**config.mk**
```make
export PLATFORM = sky130hd
export DESIGN_NAME = bragu_top
export DESIGN_NICKNAME = d
export VERILOG_FILES = /design/src/bragu_top.v
export VERILOG_INCLUDE_DIRS = /design/src
export SDC_FILE = /design/constraint.sdc
export NUM_CORES = 1
export LEC_CHECK = 0
export ABC_CLOCK_PERIOD_IN_PS = 4750
export BUFFER_PORTS_ARGS = -buffer_cell sky130_fd_sc_hd__clkbuf_2
export CORE_MARGIN = 4
export CORE_UTILIZATION = 45
export DETAILED_ROUTE_END_ITERATION = 10
export GPL_TIMING_DRIVEN = 0
export PLACE_DENSITY = 0.85
export SLEW_MARGIN = 20
export SYNTH_ARGS = -nofsm -noshare
export SYNTH_HDL_FRONTEND = slang
export SYNTH_SLANG_ARGS = --single-unit
export TNS_END_PERCENT = 5
```
**constraint.sdc**
```tcl
create_clock -name I_CORE_CLK -period 4.75 [get_ports I_CORE_CLK]
set_input_delay 0.95 -clock I_CORE_CLK [delete_from_list [all_inputs] [get_ports I_CORE_CLK]]
set_output_delay 0.95 -clock I_CORE_CLK [all_outputs]
set_load 0.005 [all_outputs]
```
**src/bragu_consts.vh**
```
// Constants for the bit-reversed and program-space address unit.
// Assumes inclusion by bare name; definitions only.
`ifndef BRAGU_CONSTS_VH
`define BRAGU_CONSTS_VH

// APB register byte offsets
`define BRAGU_OFF_BREV       12'h000
`define BRAGU_OFF_TABLE_PAGE     12'h004
`define BRAGU_OFF_VISPAG     12'h008
`define BRAGU_OFF_MODE       12'h00c
`define BRAGU_OFF_STATUS     12'h010

// Reset values
`define BRAGU_RST_BREV       16'h0000
`define BRAGU_RST_PAGE       8'h00
`define BRAGU_RST_MODE       16'h000f

// Field positions
`define BRAGU_BREV_EN_BIT    15
`define BRAGU_PTR_NONE       4'hf
`define BRAGU_MODE_XMODEN    15
`define BRAGU_PIVOT_MSB      14
`define BRAGU_PSEL_MSB       11
`define BRAGU_PSEL_LSB       8
`define BRAGU_PAGE_SPACE_BIT 7
`define BRAGU_WIN_EA_MSB     14
`define BRAGU_ERR_CNT_MAX    8'hff

// Addressing mode codes from the decoder
`define BRAGU_AM_DIRECT      3'h0
`define BRAGU_AM_IND         3'h1
`define BRAGU_AM_POSTINC     3'h2
`define BRAGU_AM_PREINC      3'h3
`define BRAGU_AM_POSTDEC     3'h4
`define BRAGU_AM_PREDEC      3'h5
`define BRAGU_AM_INDEXED     3'h6

// Table read kinds
`define BRAGU_TR_LOW         1'b0
`define BRAGU_TR_HIGH        1'b1

`endif

```
**src/bragu_top.v**
```verilog
// Address generation unit: bit-reversed X write addresses, table and
// visibility-window program addresses, and table read lane mapping.
// Assumes the decoder presents one request per cycle, held one cycle,
// and APB registers are written between instructions.
// Operation
// - Bit reversal only in X write unit, never on reads
// - Active when pointer select not 15, enable set, pre/post increment
// - Pointer and modifier both bit-reversed, added, sum reversed back
// - Other modes and byte accesses get normal addresses
// - Pivot modifier added to pointer; mode increment ignored
// - Pivot is 15 bits, scaled to word byte addresses
// - Reversed address LSB forced to zero
// - Reversal disables modulo on X writes; reads keep modulo
// - Table address is page byte joined with 16-bit EA
// - Page MSB zero selects user, one selects configuration
// - EA MSB set forms 23-bit address from page and EA low 15
// - EA bit 15 dropped; address bit 15 is page bit 0
// - Program address LSB from data address held at zero
// - Unaligned table accesses allowed; config reads allowed
// - Window is read-only and shows low program word only
// - Low word table read returns P15..0
// - Low byte read picks upper byte when byte select set
// - High word read returns P23..16, upper data byte zero
// - High byte read with byte select set returns zero
// - Program counter steps by two per program word
`timescale 1ns/1ps
`include "bragu_consts.vh"

module bragu_top #(
    parameter DW = 16,
    parameter PW = 24
) (
    input  wire          I_CORE_CLK,
    input  wire          I_SRST,
    // APB slave
    input  wire          I_PSEL,
    input  wire          I_PENABLE,
    input  wire          I_PWRITE,
    input  wire [11:0]   I_PADDR,
    input  wire [31:0]   I_PWDATA,
    output reg  [31:0]   O_PRDATA,
    output reg           O_PREADY,
    output reg           O_PSLVERR,
    // X write address request
    input  wire          I_WR_REQ,
    input  wire [3:0]    I_WR_PTR_SEL,
    input  wire [2:0]    I_WR_MODE,
    input  wire          I_WR_BYTE,
    input  wire [DW-1:0] I_WR_PTR,
    input  wire [DW-1:0] I_WR_OFFSET,
    output reg           O_WR_VALID,
    output reg  [DW-1:0] O_WR_EA,
    output reg  [DW-1:0] O_WR_PTR_NEXT,
    output reg           O_WR_BITREV,
    output reg           O_WR_MOD_ALLOW,
    // X read address request
    input  wire          I_RD_REQ,
    input  wire [DW-1:0] I_RD_PTR,
    input  wire [DW-1:0] I_RD_OFFSET,
    output reg           O_RD_VALID,
    output reg  [DW-1:0] O_RD_EA,
    output reg           O_RD_MOD_ALLOW,
    // Table operation address
    input  wire          I_TBL_REQ,
    input  wire          I_TBL_WRITE,
    input  wire [DW-1:0] I_TBL_EA,
    output reg           O_TBL_VALID,
    output reg  [PW-1:0] O_TBL_ADDR,
    output reg           O_TBL_CONFIG,
    output reg           O_TBL_WRITE,
    // Program space window
    input  wire          I_WIN_REQ,
    input  wire          I_WIN_WRITE,
    input  wire          I_WIN_ENABLE,
    input  wire [DW-1:0] I_WIN_EA,
    output reg           O_WIN_VALID,
    output reg  [PW-2:0] O_WIN_ADDR,
    output reg           O_WIN_WR_ERR,
    // Table read lane mapping
    input  wire          I_TRD_REQ,
    input  wire          I_TRD_HIGH,
    input  wire          I_TRD_BYTE,
    input  wire          I_TRD_BSEL,
    input  wire [PW-1:0] I_TRD_PWORD,
    output reg           O_TRD_VALID,
    output reg  [DW-1:0] O_TRD_DATA,
    // Program counter
    input  wire          I_PC_LOAD,
    input  wire [PW-1:0] I_PC_LOAD_VAL,
    input  wire          I_PC_STEP,
    output reg  [PW-1:0] O_PC
);

    // Software-visible state
    reg  [15:0]   brev_ctl_q;
    reg  [7:0]    table_page_q;
    reg  [7:0]    vis_page_q;
    reg  [15:0]   mode_ctl_q;
    reg  [7:0]    win_err_cnt_q;

    wire [3:0]    bitrev_pointer_select = mode_ctl_q[`BRAGU_PSEL_MSB:`BRAGU_PSEL_LSB];
    wire          bitrev_enable_bit     = brev_ctl_q[`BRAGU_BREV_EN_BIT];
    wire [14:0]   bitrev_pivot_modifier = brev_ctl_q[`BRAGU_PIVOT_MSB:0];

    // APB transfer completes in its access phase, zero wait states
    wire          apb_acc = I_PSEL & I_PENABLE;
    wire          apb_wr  = apb_acc & I_PWRITE;
    reg           addr_hit;
    reg  [31:0]   rd_mux;

    // Register read mux and address decode
    always @* begin
        addr_hit = 1'b1;
        rd_mux   = 32'h0000_0000;
        case (I_PADDR)
            `BRAGU_OFF_BREV:   rd_mux = {16'h0000, brev_ctl_q};
            `BRAGU_OFF_TABLE_PAGE: rd_mux = {24'h00_0000, table_page_q};
            `BRAGU_OFF_VISPAG: rd_mux = {24'h00_0000, vis_page_q};
            `BRAGU_OFF_MODE:   rd_mux = {16'h0000, mode_ctl_q};
            `BRAGU_OFF_STATUS: rd_mux = {24'h00_0000, win_err_cnt_q};
            default:           addr_hit = 1'b0;
        endcase
    end

    // APB outputs are registered; ready rises in the access phase
    always @(posedge I_CORE_CLK) begin
        if (I_SRST) begin
            O_PRDATA  <= 32'h0000_0000;
            O_PREADY  <= 1'b0;
            O_PSLVERR <= 1'b0;
        end else begin
            O_PREADY  <= I_PSEL & ~I_PENABLE;
            O_PSLVERR <= I_PSEL & ~I_PENABLE & ~addr_hit;
            O_PRDATA  <= (I_PSEL & ~I_PENABLE & ~I_PWRITE) ? rd_mux : 32'h0000_0000;
        end
    end

    // Register writes land on the edge where ready is sampled high
    always @(posedge I_CORE_CLK) begin
        if (I_SRST) begin
            brev_ctl_q   <= `BRAGU_RST_BREV;
            table_page_q <= `BRAGU_RST_PAGE;
            vis_page_q   <= `BRAGU_RST_PAGE;
            mode_ctl_q   <= `BRAGU_RST_MODE;
        end else if (apb_wr & O_PREADY) begin
            case (I_PADDR)
                `BRAGU_OFF_BREV:   brev_ctl_q   <= I_PWDATA[15:0];
                `BRAGU_OFF_TABLE_PAGE: table_page_q <= I_PWDATA[7:0];
                `BRAGU_OFF_VISPAG: vis_page_q   <= I_PWDATA[7:0];
                `BRAGU_OFF_MODE:   mode_ctl_q   <= I_PWDATA[15:0];
                default: ;
            endcase
        end
    end

    // Bit-reversed address path
    wire is_inc = (I_WR_MODE == `BRAGU_AM_PREINC) | (I_WR_MODE == `BRAGU_AM_POSTINC);
    wire is_pre = (I_WR_MODE == `BRAGU_AM_PREINC) | (I_WR_MODE == `BRAGU_AM_PREDEC);
    wire brev_active = (bitrev_pointer_select != `BRAGU_PTR_NONE) & bitrev_enable_bit
                       & is_inc & ~I_WR_BYTE & (I_WR_PTR_SEL == bitrev_pointer_select);

    // Pivot scaled to a byte address of word data
    wire [DW-1:0] pivot_bytes = {bitrev_pivot_modifier, 1'b0};

    // Reverse pointer and pivot, add normally, reverse back: carry runs MSB to LSB
    wire [DW-1:0] ptr_rev;
    wire [DW-1:0] piv_rev;
    wire [DW-1:0] sum_rev;
    wire [DW-1:0] brev_next;
    genvar gi;
    generate
        for (gi = 0; gi < DW; gi = gi + 1) begin : g_rev
            assign ptr_rev[gi]   = I_WR_PTR[DW-1-gi];
            assign piv_rev[gi]   = pivot_bytes[DW-1-gi];
            assign brev_next[gi] = sum_rev[DW-1-gi];
        end
    endgenerate
    assign sum_rev = ptr_rev + piv_rev;

    wire [DW-1:0] brev_addr = {brev_next[DW-1:1], 1'b0};
    wire [DW-1:0] norm_next = I_WR_PTR + I_WR_OFFSET;

    // X write unit; only this unit ever sees reversed addresses
    always @(posedge I_CORE_CLK) begin
        if (I_SRST) begin
            O_WR_VALID     <= 1'b0;
            O_WR_EA        <= {DW{1'b0}};
            O_WR_PTR_NEXT  <= {DW{1'b0}};
            O_WR_BITREV    <= 1'b0;
            O_WR_MOD_ALLOW <= 1'b0;
        end else begin
            O_WR_VALID  <= I_WR_REQ;
            O_WR_BITREV <= I_WR_REQ & brev_active;
            // Reversal wins over modulo on writes
            O_WR_MOD_ALLOW <= I_WR_REQ & mode_ctl_q[`BRAGU_MODE_XMODEN] & ~brev_active;
            if (brev_active) begin
                O_WR_PTR_NEXT <= {brev_next[DW-1:1], 1'b0};
                O_WR_EA       <= is_pre ? brev_addr : {I_WR_PTR[DW-1:1], 1'b0};
            end else begin
                O_WR_PTR_NEXT <= (I_WR_MODE == `BRAGU_AM_DIRECT) ? I_WR_PTR : norm_next;
                O_WR_EA       <= is_pre | (I_WR_MODE == `BRAGU_AM_INDEXED) ? norm_next : I_WR_PTR;
            end
        end
    end

    // X read unit: normal addresses only, modulo still permitted
    always @(posedge I_CORE_CLK) begin
        if (I_SRST) begin
            O_RD_VALID     <= 1'b0;
            O_RD_EA        <= {DW{1'b0}};
            O_RD_MOD_ALLOW <= 1'b0;
        end else begin
            O_RD_VALID     <= I_RD_REQ;
            O_RD_EA        <= I_RD_PTR + I_RD_OFFSET;
            O_RD_MOD_ALLOW <= I_RD_REQ & mode_ctl_q[`BRAGU_MODE_XMODEN];
        end
    end

    // Table address: page byte joined to full EA, no alignment forced
    always @(posedge I_CORE_CLK) begin
        if (I_SRST) begin
            O_TBL_VALID  <= 1'b0;
            O_TBL_ADDR   <= {PW{1'b0}};
            O_TBL_CONFIG <= 1'b0;
            O_TBL_WRITE  <= 1'b0;
        end else begin
            O_TBL_VALID  <= I_TBL_REQ;
            O_TBL_ADDR   <= {table_page_q, I_TBL_EA};
            O_TBL_CONFIG <= table_page_q[`BRAGU_PAGE_SPACE_BIT];
            O_TBL_WRITE  <= I_TBL_REQ & I_TBL_WRITE;
        end
    end

    // Visibility window; writes are refused and counted, never issued
    wire win_hit = I_WIN_REQ & I_WIN_ENABLE & I_WIN_EA[DW-1];
    always @(posedge I_CORE_CLK) begin
        if (I_SRST) begin
            O_WIN_VALID   <= 1'b0;
            O_WIN_ADDR    <= {(PW-1){1'b0}};
            O_WIN_WR_ERR  <= 1'b0;
            win_err_cnt_q <= 8'h00;
        end else begin
            O_WIN_VALID  <= win_hit & ~I_WIN_WRITE;
            O_WIN_WR_ERR <= win_hit & I_WIN_WRITE;
            // EA bit 15 is dropped; page bit 0 becomes address bit 15
            O_WIN_ADDR   <= {vis_page_q, I_WIN_EA[`BRAGU_WIN_EA_MSB:1], 1'b0};
            // Count saturates so a flood of bad writes cannot wrap to zero
            if (win_hit & I_WIN_WRITE & (win_err_cnt_q != `BRAGU_ERR_CNT_MAX))
                win_err_cnt_q <= win_err_cnt_q + 8'h01;
        end
    end

    // Table read lane mapping
    reg [DW-1:0] trd_d;
    always @* begin
        trd_d = {DW{1'b0}};
        if (!I_TRD_HIGH) begin
            if (!I_TRD_BYTE)
                trd_d = I_TRD_PWORD[15:0];
            else
                trd_d = {8'h00, I_TRD_BSEL ? I_TRD_PWORD[15:8] : I_TRD_PWORD[7:0]};
        end else begin
            if (!I_TRD_BYTE)
                trd_d = {8'h00, I_TRD_PWORD[23:16]};
            else
                trd_d = I_TRD_BSEL ? {DW{1'b0}} : {8'h00, I_TRD_PWORD[23:16]};
        end
    end

    always @(posedge I_CORE_CLK) begin
        if (I_SRST) begin
            O_TRD_VALID <= 1'b0;
            O_TRD_DATA  <= {DW{1'b0}};
        end else begin
            O_TRD_VALID <= I_TRD_REQ;
            O_TRD_DATA  <= trd_d;
        end
    end

    // Program counter steps by two so word addresses match data space
    always @(posedge I_CORE_CLK) begin
        if (I_SRST)
            O_PC <= {PW{1'b0}};
        else if (I_PC_LOAD)
            O_PC <= {I_PC_LOAD_VAL[PW-1:1], 1'b0};
        else if (I_PC_STEP)
            O_PC <= O_PC + {{(PW-2){1'b0}}, 2'b10};
    end

endmodule // bragu_top

```
==> flow_summary.ini <==
[sta]
fmax_mhz = 293.8
fin_ws_ns = 1.346
fin_crit_sh = 0.7165
rsz0062_at_grt = false
skew_ns = 0.008868
worst_pin_slew_ns = 1.086
hold_violations = 0
drv_slew = 0
max_slew_margin = 0.2701
final.min_clock_period_ns = 3.404
setup_viol_count_final = 0
fin_tns_setup_ns = 0

[min_path]
hold_path_class = reg -> reg

[synthesis]
yosysTopAreaCell = dfxtp_1
syn-instance-count = 1165
synthArstFlopShare = 0
synth_edf_count = 0
synthTopCellsByArea = dfxtp_1, ha_1, a21oi_1, nor2_1, nand2_1
syn_avg_cell_area_um2 = 8.725
yosysTopAreaCellShare = 0.4274
ys_seq_area_frac = 0.4274
synthFlopType = dfxtp_1
synth-seq-cells = 217
yosysWarnings = 0
synth_area_um2 = 10160
ys_types = 76

[routing]
ant_nets = 0
drt-met1-wl_mm = 13.42
wl_met3_mm = 3.349
wl_mm = 34.74
highest_layer = met5
firstDrtPassIters = 6
met2_length_mm = 16.61
drc = 0
wire_per_inst_um = 18.68
viasPerCell = 5.499
drt-initial-drc-count = 905
via_count = 10229

[placed_design]
port_buffers = 353
gp_congestion = 0.9686
place_ws_ns = 0.8569
dp_cells = 1815
hpwl_mm = 27.29

[critical_path]
critPathSlowestCell = nor4b_1
crit_chain = clkbuf_2 -> ha_1 -> fa_1 -> a21oi_1 -> o211ai_1 -> nor4b_1 -> o31ai_1 -> a211oi_1 -> xnor2_1 -> a2111oi_2
start_kind = input pin
critical_path_required_ns = 5.14
slowest_delay_ns = 0.45
cp_num_buf_inv = 1
end_kind = flop
path_delay_family = compound AO/OA/AOI/OAI gates
critPathKind = in -> reg
crit_arrival_ns = 3.79
critPathMaxFanout = 5

[layout]
fin_nets = 1823
area_growth_pct = 29.26
drive_above_1_share = 0.2754
fin_cells = 1860
fill_cells = 1935

[clock_network]
numCtsBuffers = 23
cts_sinks = 217
path_clk_slew_ns = 0.06
cts_buffer_depth = 3
cts_tree = done
clock_latency_ns = 0.52
h-tree-depth = 1
root_buffer = clkbuf_16
holdBufCountCts = 0
post_cts_buffers = 0
postCtsResizedCells = 0

[global_routing]
grt_overflow_total = 0
grt_max_degree = 15
grt_first_pass_wirelength_mm = 51.36
grt.total_usage = 0.2570
first_global_vias = 9850
antenna_found_initial = 5

[die]
rows = 54
die_w_um = 158.3
die_h_um = 158.3
ioPinCount = 394
start_util = 0.4615
core_um2 = 22030
dieArea_um2 = 25060

[power_and_ir_drop]
powerDensity_nw_per_um2 = 338.0
vdd_drop_max_v = 0.0001598
leakagePower_nw = 5.893

[job]
drv_cap = 0

[outcome]
outcome = finished clean
[power by group]
group	switching [W]	internal (W)	total [W]
logic	0.000367	0.000299	0.000667
registers	0.0000336	0.00190	0.00194
clock network	0.000750	0.00109	0.00184
total	0.00115	0.00329	0.00444
[stage by stage]
step	hold slack, ns	util	power (W)	instance area, um2
final	0.4633	0.5965	0.004441	13140
after global routing	0.4883	0.5962	0.004622	13130
after CTS	0.4578	0.5961	0.004462	13130
after detailed placement	0.4497	0.5605	0.002633	12350
after global placement	0.4424	0.5605	0.002620	12350
after floorplan	0.4360	-	0.002341	10230
[cell type report]
class	count	area (um2)	area share
antenna	4	10.01	0.0007618
clock inverter	11	131.4	0.009999
sequential	217	4344	0.3306
buffer	77	370.4	0.02819
clock buffer	30	651.9	0.04961
multi-input combinational	875	5465	0.4160
tap	280	350.3	0.02666
timing repair buffer	353	1767	0.1345
inverter	13	48.80	0.003714
[kinds of logic after synthesis]
kind of cell,share of synthesized area
xor gates and xnor gates,0.05687
adders and majority gates,0.06253
muxes,0.02474
and+or+nand+nor,0.2176
buffers and inverters,0.04124
AOI/OAI and AO/OA,0.1693
DFF,0.4274
other,0.0003689
[state kept, by name, summed over array words and instances (netlist names), 8 cells and up]
name and count:
table_page_q 8, vis_page_q 8, O_PC 23, O_TBL_ADDR 24, win_err_cnt_q 8, O_WIN_ADDR 22, brev_ctl_q 16, O_PRDATA 16
O_WR_EA 16, O_RD_EA 16, mode_ctl_q 16, O_TRD_DATA 16, O_WR_PTR_NEXT 16
[layout by cell type (no fill, tap or decap), types with 13 or more instances in the layout]
cell type	instances
clkbuf_16	23
xor2_1	31
and2_1	14
nor3_1	19
a22oi_1	19
o21ai_0	33
ha_1	46
a21o_1	14
nand3_1	21
xnor2_1	35
nand2_1	128
clkbuf_2	353
clkbuf_1	49
nor2_1	137
dfxtp_1	217
nor2b_1	64
buf_4	20
a21oi_1	108
a31oi_1	13
mux2i_1	24
inv_1	13
conb_1	18
[tightest hold or removal path: stages (launching register included)]
cell     delay [ns]
dfxtp_1        0.31
nand2_1        0.05
a21oi_1        0.05
[cell usage after synthesis (14+ instances only)]
master	n
xor2_1	31
nand3_1	21
xnor2_1	35
ha_1	46
dfxtp_1	217
nand2_1	128
nor3_1	19
mux2i_1	24
nor2_1	137
nor2b_1	64
buf_4	20
o21ai_0	33
clkbuf_1	47
a21oi_1	108
a21o_1	14
a22oi_1	19
and2_1	14
[path summary, 6_finish.rpt]
kind,endpoint,slack [ns],startpoint,cells past startpoint
worst max-delay path,O_WR_EA[1],1.35,I_WR_PTR[15],10
worst min-delay path,mode_ctl_q[12],0.46,mode_ctl_q[12],2
worst max register to register,O_WR_EA[1],1.51,brev_ctl_q[14],9
worst min register to register,mode_ctl_q[12],0.46,mode_ctl_q[12],2
[per-layer routing]
metal  up-vias  global-route usage
met5         -                   0
met4         6              0.1141
met3        96             0.06877
met2       591              0.4281
met1      4678              0.3123
li1       4858                   -
No activity file was read; power rests on OpenSTA's default activity.
